===== src/hw/tbpsm_map.svh =====
// register indices, reset values, pin positions and bus codes of the three-bit port
`ifndef TBPSM_MAP_SVH
`define TBPSM_MAP_SVH

// register indices; byte address is four times the index
`define TBPSM_DIR_IDX       16'hffb8
`define TBPSM_DAT_IDX       16'hffba

// reset values of the full 8-bit registers
`define TBPSM_DIR_RST       8'hf8
`define TBPSM_DAT_RST       8'hf8

// fixed read patterns
`define TBPSM_RSVD_ONES     5'h1f
`define TBPSM_DIR_READ      32'h000000ff
`define TBPSM_UNMAPPED_READ 32'h00000000

// pin positions inside the port
`define TBPSM_BIT_TX        0
`define TBPSM_BIT_RX        1
`define TBPSM_BIT_CLK       2

// ahb-lite codes
`define TBPSM_HRESP_OKAY    1'h0

`endif


===== src/hw/tbpsm_pkg.sv =====
// types shared by the three-bit port with serial multiplexing
`default_nettype none

package tbpsm_pkg;

  // one bit per port pin
  typedef logic [2:0] tbpsm_pins_t;

  // what a pin is doing this cycle
  typedef enum logic [3:0] {
    ROLE_GPIO_IN  = 4'b0001,
    ROLE_GPIO_OUT = 4'b0010,
    ROLE_SER_IN   = 4'b0100,
    ROLE_SER_OUT  = 4'b1000
  } tbpsm_role_e;

endpackage : tbpsm_pkg

`default_nettype wire


===== src/hw/tbpsm_port.sv =====
// three-bit gpio port with serial-unit pin takeover and ahb-lite register slave
//
// Design decision made here: the AHB-Lite interface to the registers.
`include "tbpsm_map.svh"
`timescale 1ns/1ps
`default_nettype none

module tbpsm_port (
  // clock and reset
  input  wire logic                  mclk,
  input  wire logic                  rst,

  // ahb-lite slave
  input  wire logic                  hsel,
  input  wire logic [31:0]           haddr,
  input  wire logic [1:0]            htrans,
  input  wire logic                  hwrite,
  input  wire logic [2:0]            hsize,
  input  wire logic                  hready,
  input  wire logic [31:0]           hwdata,
  output var  logic [31:0]           hrdata,
  output var  logic                  hreadyout,
  output var  logic                  hresp,

  // standby controls from the power manager
  input  wire logic                  hw_standby,
  input  wire logic                  sw_standby,

  // serial unit control bits
  input  wire logic                  tx_enable_bit,
  input  wire logic                  rx_enable_bit,
  input  wire logic                  external_clock_bit,
  input  wire logic                  internal_clock_out_bit,
  input  wire logic                  sync_mode_bit,

  // serial unit data and clock
  input  wire logic                  serial_tx_data,
  input  wire logic                  serial_clk_out,
  output var  logic                  serial_rx_data,
  output var  logic                  serial_clk_in,
  output var  logic                  serial_unit_reset,

  // two-way port pins
  input  wire tbpsm_pkg::tbpsm_pins_t pin_in,
  output var  tbpsm_pkg::tbpsm_pins_t pin_out,
  output var  tbpsm_pkg::tbpsm_pins_t pin_oe_n
);

  import tbpsm_pkg::*;

  localparam logic [7:0] DIR_RST = `TBPSM_DIR_RST;
  localparam logic [7:0] DAT_RST = `TBPSM_DAT_RST;
  localparam int         TX      = `TBPSM_BIT_TX;
  localparam int         RX      = `TBPSM_BIT_RX;
  localparam int         CK      = `TBPSM_BIT_CLK;

  // address match on a word-aligned byte address of four times the index
  function automatic logic addr_hit(input logic [31:0] a, input logic [15:0] idx);
    addr_hit = (a[31:18] == 14'h0000) && (a[17:2] == idx) && (a[1:0] == 2'h0);
  endfunction : addr_hit

  // gpio role from the direction bit
  function automatic tbpsm_role_e gpio_role(input logic dir);
    gpio_role = dir ? ROLE_GPIO_OUT : ROLE_GPIO_IN;
  endfunction : gpio_role

  // output enable (low = drive) for a role
  function automatic logic role_oe_n(input tbpsm_role_e r);
    role_oe_n = 1'b1;
    unique case (r)
      ROLE_GPIO_IN:  role_oe_n = 1'b1;
      ROLE_GPIO_OUT: role_oe_n = 1'b0;
      ROLE_SER_IN:   role_oe_n = 1'b1;
      ROLE_SER_OUT:  role_oe_n = 1'b0;
    endcase
  endfunction : role_oe_n

  // driven level for a role; inputs park at the latch value
  function automatic logic role_out(input tbpsm_role_e r, input logic gpio_v, input logic ser_v);
    role_out = gpio_v;
    unique case (r)
      ROLE_GPIO_IN:  role_out = gpio_v;
      ROLE_GPIO_OUT: role_out = gpio_v;
      ROLE_SER_IN:   role_out = gpio_v;
      ROLE_SER_OUT:  role_out = ser_v;
    endcase
  endfunction : role_out

  // registers and their next values
  logic [2:0]  ddr_reg;
  logic [2:0]  ddr_next;
  logic [2:0]  dr_reg;
  logic [2:0]  dr_next;
  logic        wr_pend_reg;
  logic        wr_dir_reg;
  logic        wr_dat_reg;
  logic [31:0] hrdata_reg;
  logic [31:0] hrdata_next;
  logic [2:0]  pin_out_reg;
  logic [2:0]  pin_out_next;
  logic [2:0]  pin_oe_n_reg;
  logic [2:0]  pin_oe_n_next;
  logic        ser_rx_reg;
  logic        ser_ck_reg;
  logic        ser_rst_reg;
  logic [2:0]  pin_level;

  // pin levels cross into mclk through four flops
  tbpsm_sync #(
    .W(3)
  ) u_sync (
    .mclk    (mclk),
    .rst     (rst),
    .d_async (pin_in),
    .q       (pin_level)
  );

  // bus decode
  wire        xfer_ok  = hsel && hready && htrans[1];
  wire        hit_dir  = addr_hit(haddr, `TBPSM_DIR_IDX);
  wire        hit_dat  = addr_hit(haddr, `TBPSM_DAT_IDX);
  wire        rd_fire  = xfer_ok && !hwrite;
  wire        wr_fire  = wr_pend_reg;
  wire        hsize_nc = ^hsize;

  // standby gating; serial unit is held in reset during either standby
  wire        ser_ok   = !sw_standby && !hw_standby;
  wire        tx_own   = tx_enable_bit && ser_ok;
  wire        rx_own   = rx_enable_bit && ser_ok;
  wire        ext_clk_eff = external_clock_bit && ser_ok;
  wire        ckout_eff = !external_clock_bit && (sync_mode_bit || internal_clock_out_bit) && ser_ok;

  // register next values; hardware standby wins over a pending write
  // direction reset value
  assign ddr_next = hw_standby ? DIR_RST[2:0] :
                    (wr_fire && wr_dir_reg) ? hwdata[2:0] : ddr_reg;
  assign dr_next  = hw_standby ? DAT_RST[2:0] :
                    (wr_fire && wr_dat_reg) ? hwdata[2:0] : dr_reg;

  // port read value uses next values so a read right after a write sees it
  // output pins return the latch
  // input pins return the pin level
  wire [2:0] port_val = (ddr_next & dr_next) | (~ddr_next & pin_level);

  // read mux; unmapped addresses read zero
  // direction reads as all ones
  assign hrdata_next = !rd_fire ? hrdata_reg :
                       hit_dir  ? `TBPSM_DIR_READ :
                       hit_dat  ? {24'h000000, `TBPSM_RSVD_ONES, port_val} :
                                  `TBPSM_UNMAPPED_READ;

  // pin roles; no operating-mode input exists, so the mux is mode-free
  // same mux in every mode
  wire tbpsm_role_e ck_role = ext_clk_eff ? ROLE_SER_IN :
                              ckout_eff ? ROLE_SER_OUT : gpio_role(ddr_reg[CK]);
  wire tbpsm_role_e rx_role = rx_own ? ROLE_SER_IN  : gpio_role(ddr_reg[RX]);
  wire tbpsm_role_e tx_role = tx_own ? ROLE_SER_OUT : gpio_role(ddr_reg[TX]);

  // pin drive from roles
  // each pin carries gpio or its serial line
  assign pin_oe_n_next[TX] = role_oe_n(tx_role);
  assign pin_oe_n_next[RX] = role_oe_n(rx_role);
  assign pin_oe_n_next[CK] = role_oe_n(ck_role);
  assign pin_out_next[TX]  = role_out(tx_role, dr_reg[TX], serial_tx_data);
  assign pin_out_next[RX]  = role_out(rx_role, dr_reg[RX], 1'b0);
  assign pin_out_next[CK]  = role_out(ck_role, dr_reg[CK], serial_clk_out);

  // bus address phase capture; zero wait states so hready alone qualifies
  always_ff @(posedge mclk) begin
    if (rst) begin
      wr_pend_reg <= 1'b0;
      wr_dir_reg  <= 1'b0;
      wr_dat_reg  <= 1'b0;
    end else begin
      wr_pend_reg <= xfer_ok && hwrite && !hsize_nc | (xfer_ok && hwrite);
      wr_dir_reg  <= hit_dir;
      wr_dat_reg  <= hit_dat;
    end
  end

  // port registers; software standby simply leaves them alone
  // direction held in software standby
  always_ff @(posedge mclk) begin
    if (rst) begin
      ddr_reg <= DIR_RST[2:0];
      dr_reg  <= DAT_RST[2:0];
    end else begin
      ddr_reg <= ddr_next;
      dr_reg  <= dr_next;
    end
  end

  // read data register
  always_ff @(posedge mclk) begin
    if (rst) begin
      hrdata_reg <= `TBPSM_UNMAPPED_READ;
    end else begin
      hrdata_reg <= hrdata_next;
    end
  end

  // pin and serial-side outputs, all registered
  // serial unit reset in standby
  always_ff @(posedge mclk) begin
    if (rst) begin
      pin_out_reg  <= 3'h0;
      pin_oe_n_reg <= 3'h7;
      ser_rx_reg   <= 1'b1;
      ser_ck_reg   <= 1'b0;
      ser_rst_reg  <= 1'b1;
    end else begin
      pin_out_reg  <= pin_out_next;
      pin_oe_n_reg <= pin_oe_n_next;
      ser_rx_reg   <= pin_level[RX];
      ser_ck_reg   <= pin_level[CK];
      ser_rst_reg  <= !ser_ok;
    end
  end

  // outputs straight from flops except the tied-off hreadyout and hresp; response is always okay
  assign hrdata            = hrdata_reg;
  assign hreadyout         = 1'b1;
  assign hresp             = `TBPSM_HRESP_OKAY;
  assign pin_out           = pin_out_reg;
  assign pin_oe_n          = pin_oe_n_reg;
  assign serial_rx_data    = ser_rx_reg;
  assign serial_clk_in     = ser_ck_reg;
  assign serial_unit_reset = ser_rst_reg;
endmodule : tbpsm_port

`default_nettype wire


===== src/hw/tbpsm_sync.sv =====
// three-stage pin synchroniser with two-stage agreement filter
`timescale 1ns/1ps
`default_nettype none

module tbpsm_sync #(
  parameter int W = 3
) (
  // clock and reset
  input  wire logic         mclk,
  input  wire logic         rst,
  // asynchronous levels and filtered result
  input  wire logic [W-1:0] d_async,
  output var  logic [W-1:0] q
);

  logic [W-1:0] s1_reg;
  logic [W-1:0] s2_reg;
  logic [W-1:0] s3_reg;
  logic [W-1:0] q_next;

  // a bit changes only once stages two and three agree
  assign q_next = (~(s2_reg ^ s3_reg) & s3_reg) | ((s2_reg ^ s3_reg) & q);

  // s1 feeds s2 only; nothing else looks at it
  always_ff @(posedge mclk) begin
    if (rst) begin
      s1_reg <= '0;
      s2_reg <= '0;
      s3_reg <= '0;
      q      <= '0;
    end else begin
      s1_reg <= d_async;
      s2_reg <= s1_reg;
      s3_reg <= s2_reg;
      q      <= q_next;
    end
  end

endmodule : tbpsm_sync

`default_nettype wire


===== config.mk =====
export PLATFORM = sky130hd
export DESIGN_NAME = tbpsm_port
export DESIGN_NICKNAME = d
export VERILOG_FILES = /design/src/hw/tbpsm_pkg.sv /design/src/hw/tbpsm_port.sv /design/src/hw/tbpsm_sync.sv
export VERILOG_INCLUDE_DIRS = /design/src /design/src/hw
export SDC_FILE = /design/constraint.sdc
export NUM_CORES = 1
export LEC_CHECK = 0
export ABC_CLOCK_PERIOD_IN_PS = 4400
export BUFFER_PORTS_ARGS = -buffer_cell sky130_fd_sc_hd__buf_2
export CAP_MARGIN = 20
export CORE_MARGIN = 2
export CORE_UTILIZATION = 41
export CTS_CLUSTER_SIZE = 28
export DETAILED_ROUTE_END_ITERATION = 6
export PLACE_DENSITY = 0.84
export SLEW_MARGIN = 20
export SYNTH_ARGS = -nofsm -noshare
export SYNTH_HDL_FRONTEND = slang
export SYNTH_SLANG_ARGS = --single-unit

===== constraint.sdc =====
create_clock -name mclk -period 4.4 [get_ports mclk]
set_input_delay 0.44 -clock mclk [delete_from_list [all_inputs] [get_ports mclk]]
set_output_delay 0.44 -clock mclk [all_outputs]
set_load 0.01 [all_outputs]

==> flow_metrics.py <==
metrics = {
    "detailed_routing": {
        "antenna_left": 0,
        "wl_mm": 2.84,
        "drt_first_pass_iters": 4,
        "routed_via_density": 4.62,
        "drtIter0Drc": 36,
        "drc": 0,
        "post_drt_wl_per_cell_um": 10.4,
        "num_vias": 1261,
    },
    "floorplanning": {
        "core_sq_um": 3660,
        "fp.dieArea_sq_um": 4330,
        "rows": 22,
        "initial_utilization_pct": 42.8,
        "die-height_um": 65.8,
        "die_w_um": 65.8,
        "io_pins": 129,
    },
    "critical_path": {
        "path_buf_inv": 1,
        "worst-r2r-cell-count": 4,
        "cp_cell_sequence": "buf_2 -> or4_4 -> nor4_4 -> nand2_2 -> o41ai_2",
        "slowest_delay_ns": 0.53,
        "worstSetupStartpointType": "input port",
        "regToRegEndpoint": "hrdata[2]$_SDFFE_PP0P_",
        "crit_arrival_ns": 1.77,
        "cpMaxStageDelayCell": "or4_4",
        "worstPathMaxFanout": 5,
        "cp.required_ns": 4.58,
        "cp-end-kind": "flip-flop",
        "worst-r2r-setup-slack_ns": 2.88,
        "crit_family": "simple AND/OR/NAND/NOR gates",
        "timing.rr.start": "wr_fire$_SDFF_PP0_",
        "crit_type": "input port to flip-flop",
    },
    "sta": {
        "finalHoldViolCount": 0,
        "slew_headroom_pct": 59.9,
        "fin_crit_sh_pct": 36.2,
        "rsz0062_at_grt": "no",
        "finalSetupViolations": 0,
        "tns_ns": 0,
        "setup_ws_ns": 2.81,
        "worst_pin_slew_ns": 0.601,
        "finClkSkew_ns": 0.00704,
        "drv_slew": 0,
        "max_freq_mhz": 628,
        "period_minus_slack_ns": 1.59,
    },
    "final_layout": {
        "largest_reg_flops": 4,
        "layout_common_cells": "69 x buf_2, 34 x dfxtp_1, 26 x conb_1",
        "layout-drive-gt1-share_pct": 37.3,
        "final_common_cell": "buf_2",
        "layout.nets": 310,
        "multiInputGateArea_sq_um": 714,
        "num-fill-cells": 350,
        "syn_to_final_growth_pct": 21.4,
        "seq_area_sq_um": 681,
        "diodes": 0,
        "fin_cells": 273,
    },
    "logic_synthesis": {
        "yosys_warnings": 0,
        "yosysSeqAreaShare_pct": 43.4,
        "ys_types": 32,
        "syn_area_per_cell_sq_um": 9.74,
        "ys_ff_latch": 34,
        "synth_ff_type": "dfxtp_1",
        "synth_edf_count": 0,
        "async_reset_ff_share_pct": 0,
        "synth.cell_area_sq_um": 1570,
        "synth_cells": 161,
    },
    "placed_design": {
        "place_ws_ns": 2.51,
        "gp_congestion": 0.764,
        "place_inst": 265,
        "hpwl_mm": 2.23,
        "port_buffers": 69,
    },
    "clocking": {
        "clkLatencyLatePin_ns": 0.29,
        "cts_setup_buffers": 0,
        "clk_pin_slew_ns": 0.07,
        "cts_buffers": 5,
        "cts_root_buf": "clkbuf_8",
        "htreeDepth": 2,
        "clock_sinks": 34,
        "cts_tree": "yes",
        "cts_buffer_depth": 2,
        "cts.repair.resized": 0,
        "hold_buffers": 0,
    },
    "global_routing": {
        "grt_pass1_vias": 1087,
        "grt_pass1_wl_mm": 4.44,
        "grt-ovfl-total": 0,
        "grt_max_degree": 38,
        "antenna_found_initial": 0,
        "top_usage_layer": "met2",
        "grt_usage_pct": 13.7,
        "use_met3_pct": 4.77,
        "grt.met1_usage_pct": 13.9,
        "grtUsageMet2_pct": 23.9,
    },
    "hold_path": {
        "worst_hold_path.endpoint": "pin_oe_n[1]$_SDFF_PP1_",
        "hold_depth": 2,
        "min_path_type": "input port to flip-flop",
        "hp-start": "rx_enable_bit",
    },
    "power": {
        "power_density_nw_per_um2": 316,
        "ir_worst_vdd_v": 0.000136,
        "p_leak_nw": 0.882,
    },
    "flow_run": {
        "cap_violations": 0,
    },
    "status": {
        "status": "complete, no violations",
    },
}
[cells by family after synthesis]
group | share of synthesized area [%]
AND/OR/NAND/NOR | 24.4
buffers and inverters | 16.8
flip-flops | 43.4
AO/OA/AOI/OAI | 10.5
multiplexers | 4.47
other | 0.479
[metal layers]
layer | share of wire [%] | up-vias | routed length (um)
met3 | 10 | 7 | 291
met1 | 39 | 551 | 1120
met5 | 0 | - | 0
met2 | 48 | 62 | 1360
met4 | 2.4 | 0 | 67
li1 | - | 641 | -
[layout make-up]
cell class / count / share of cell area, %
multi-input combinational: 111 / 37.5
sequential: 34 / 35.8
timing repair buffer: 69 / 18.1
clock inverter: 1 / 0.263
tap: 48 / 3.16
clock buffer: 7 / 4.54
inverter: 3 / 0.592
[synth_stat cells, types with 3 or more instances]
library cell,n,share of area (%)
dfxtp_1,34,43
a21oi_1,6,1.9
o21ai_0,4,1.3
nand2_1,8,1.9
o311ai_0,3,1.7
nor2b_1,11,4.4
nand3b_1,4,1.9
clkbuf_1,6,1.4
nand4b_1,7,3.9
mux2i_1,7,4.5
inv_1,3,0.72
o311a_1,3,1.9
nor3_1,8,2.6
buf_4,30,14
nor2_1,3,0.72
[power by group]
part / internal [mW] / switching [mW]
clock: 0.126 / 0.104
combinational: 0.0253 / 0.0310
sequential: 0.313 / 0.00167
[worst max path at each step]
stage / start / cells after the start / end / slack (ns)
2_1_floorplan: haddr[0] / 4 / hrdata[0]$_SDFFE_PP0P_ / 2.72
3_3_place_gp: haddr[0] / 5 / hrdata[1]$_SDFFE_PP0P_ / 2.52
3_5_place_dp: haddr[0] / 5 / hrdata[1]$_SDFFE_PP0P_ / 2.51
4_1_cts: haddr[0] / 5 / hrdata[1]$_SDFFE_PP0P_ / 2.79
5_1_grt: haddr[0] / 5 / hrdata[2]$_SDFFE_PP0P_ / 2.71
6_report: haddr[0] / 5 / hrdata[1]$_SDFFE_PP0P_ / 2.81
[per-stage QoR]
stage / util [%] / hold slack [ns] / power [mW] / area, sq um
after floorplan: - / 0.414 / 0.368 / 1660
after global placement: 49.5 / 0.421 / 0.377 / 1810
after detailed placement: 49.5 / 0.421 / 0.378 / 1810
after CTS: 52.0 / 0.348 / 0.609 / 1900
after global routing: 52.0 / 0.355 / 0.627 / 1900
final: 52.0 / 0.354 / 0.601 / 1900
Note: power is estimated with default switching activity, not from simulation.
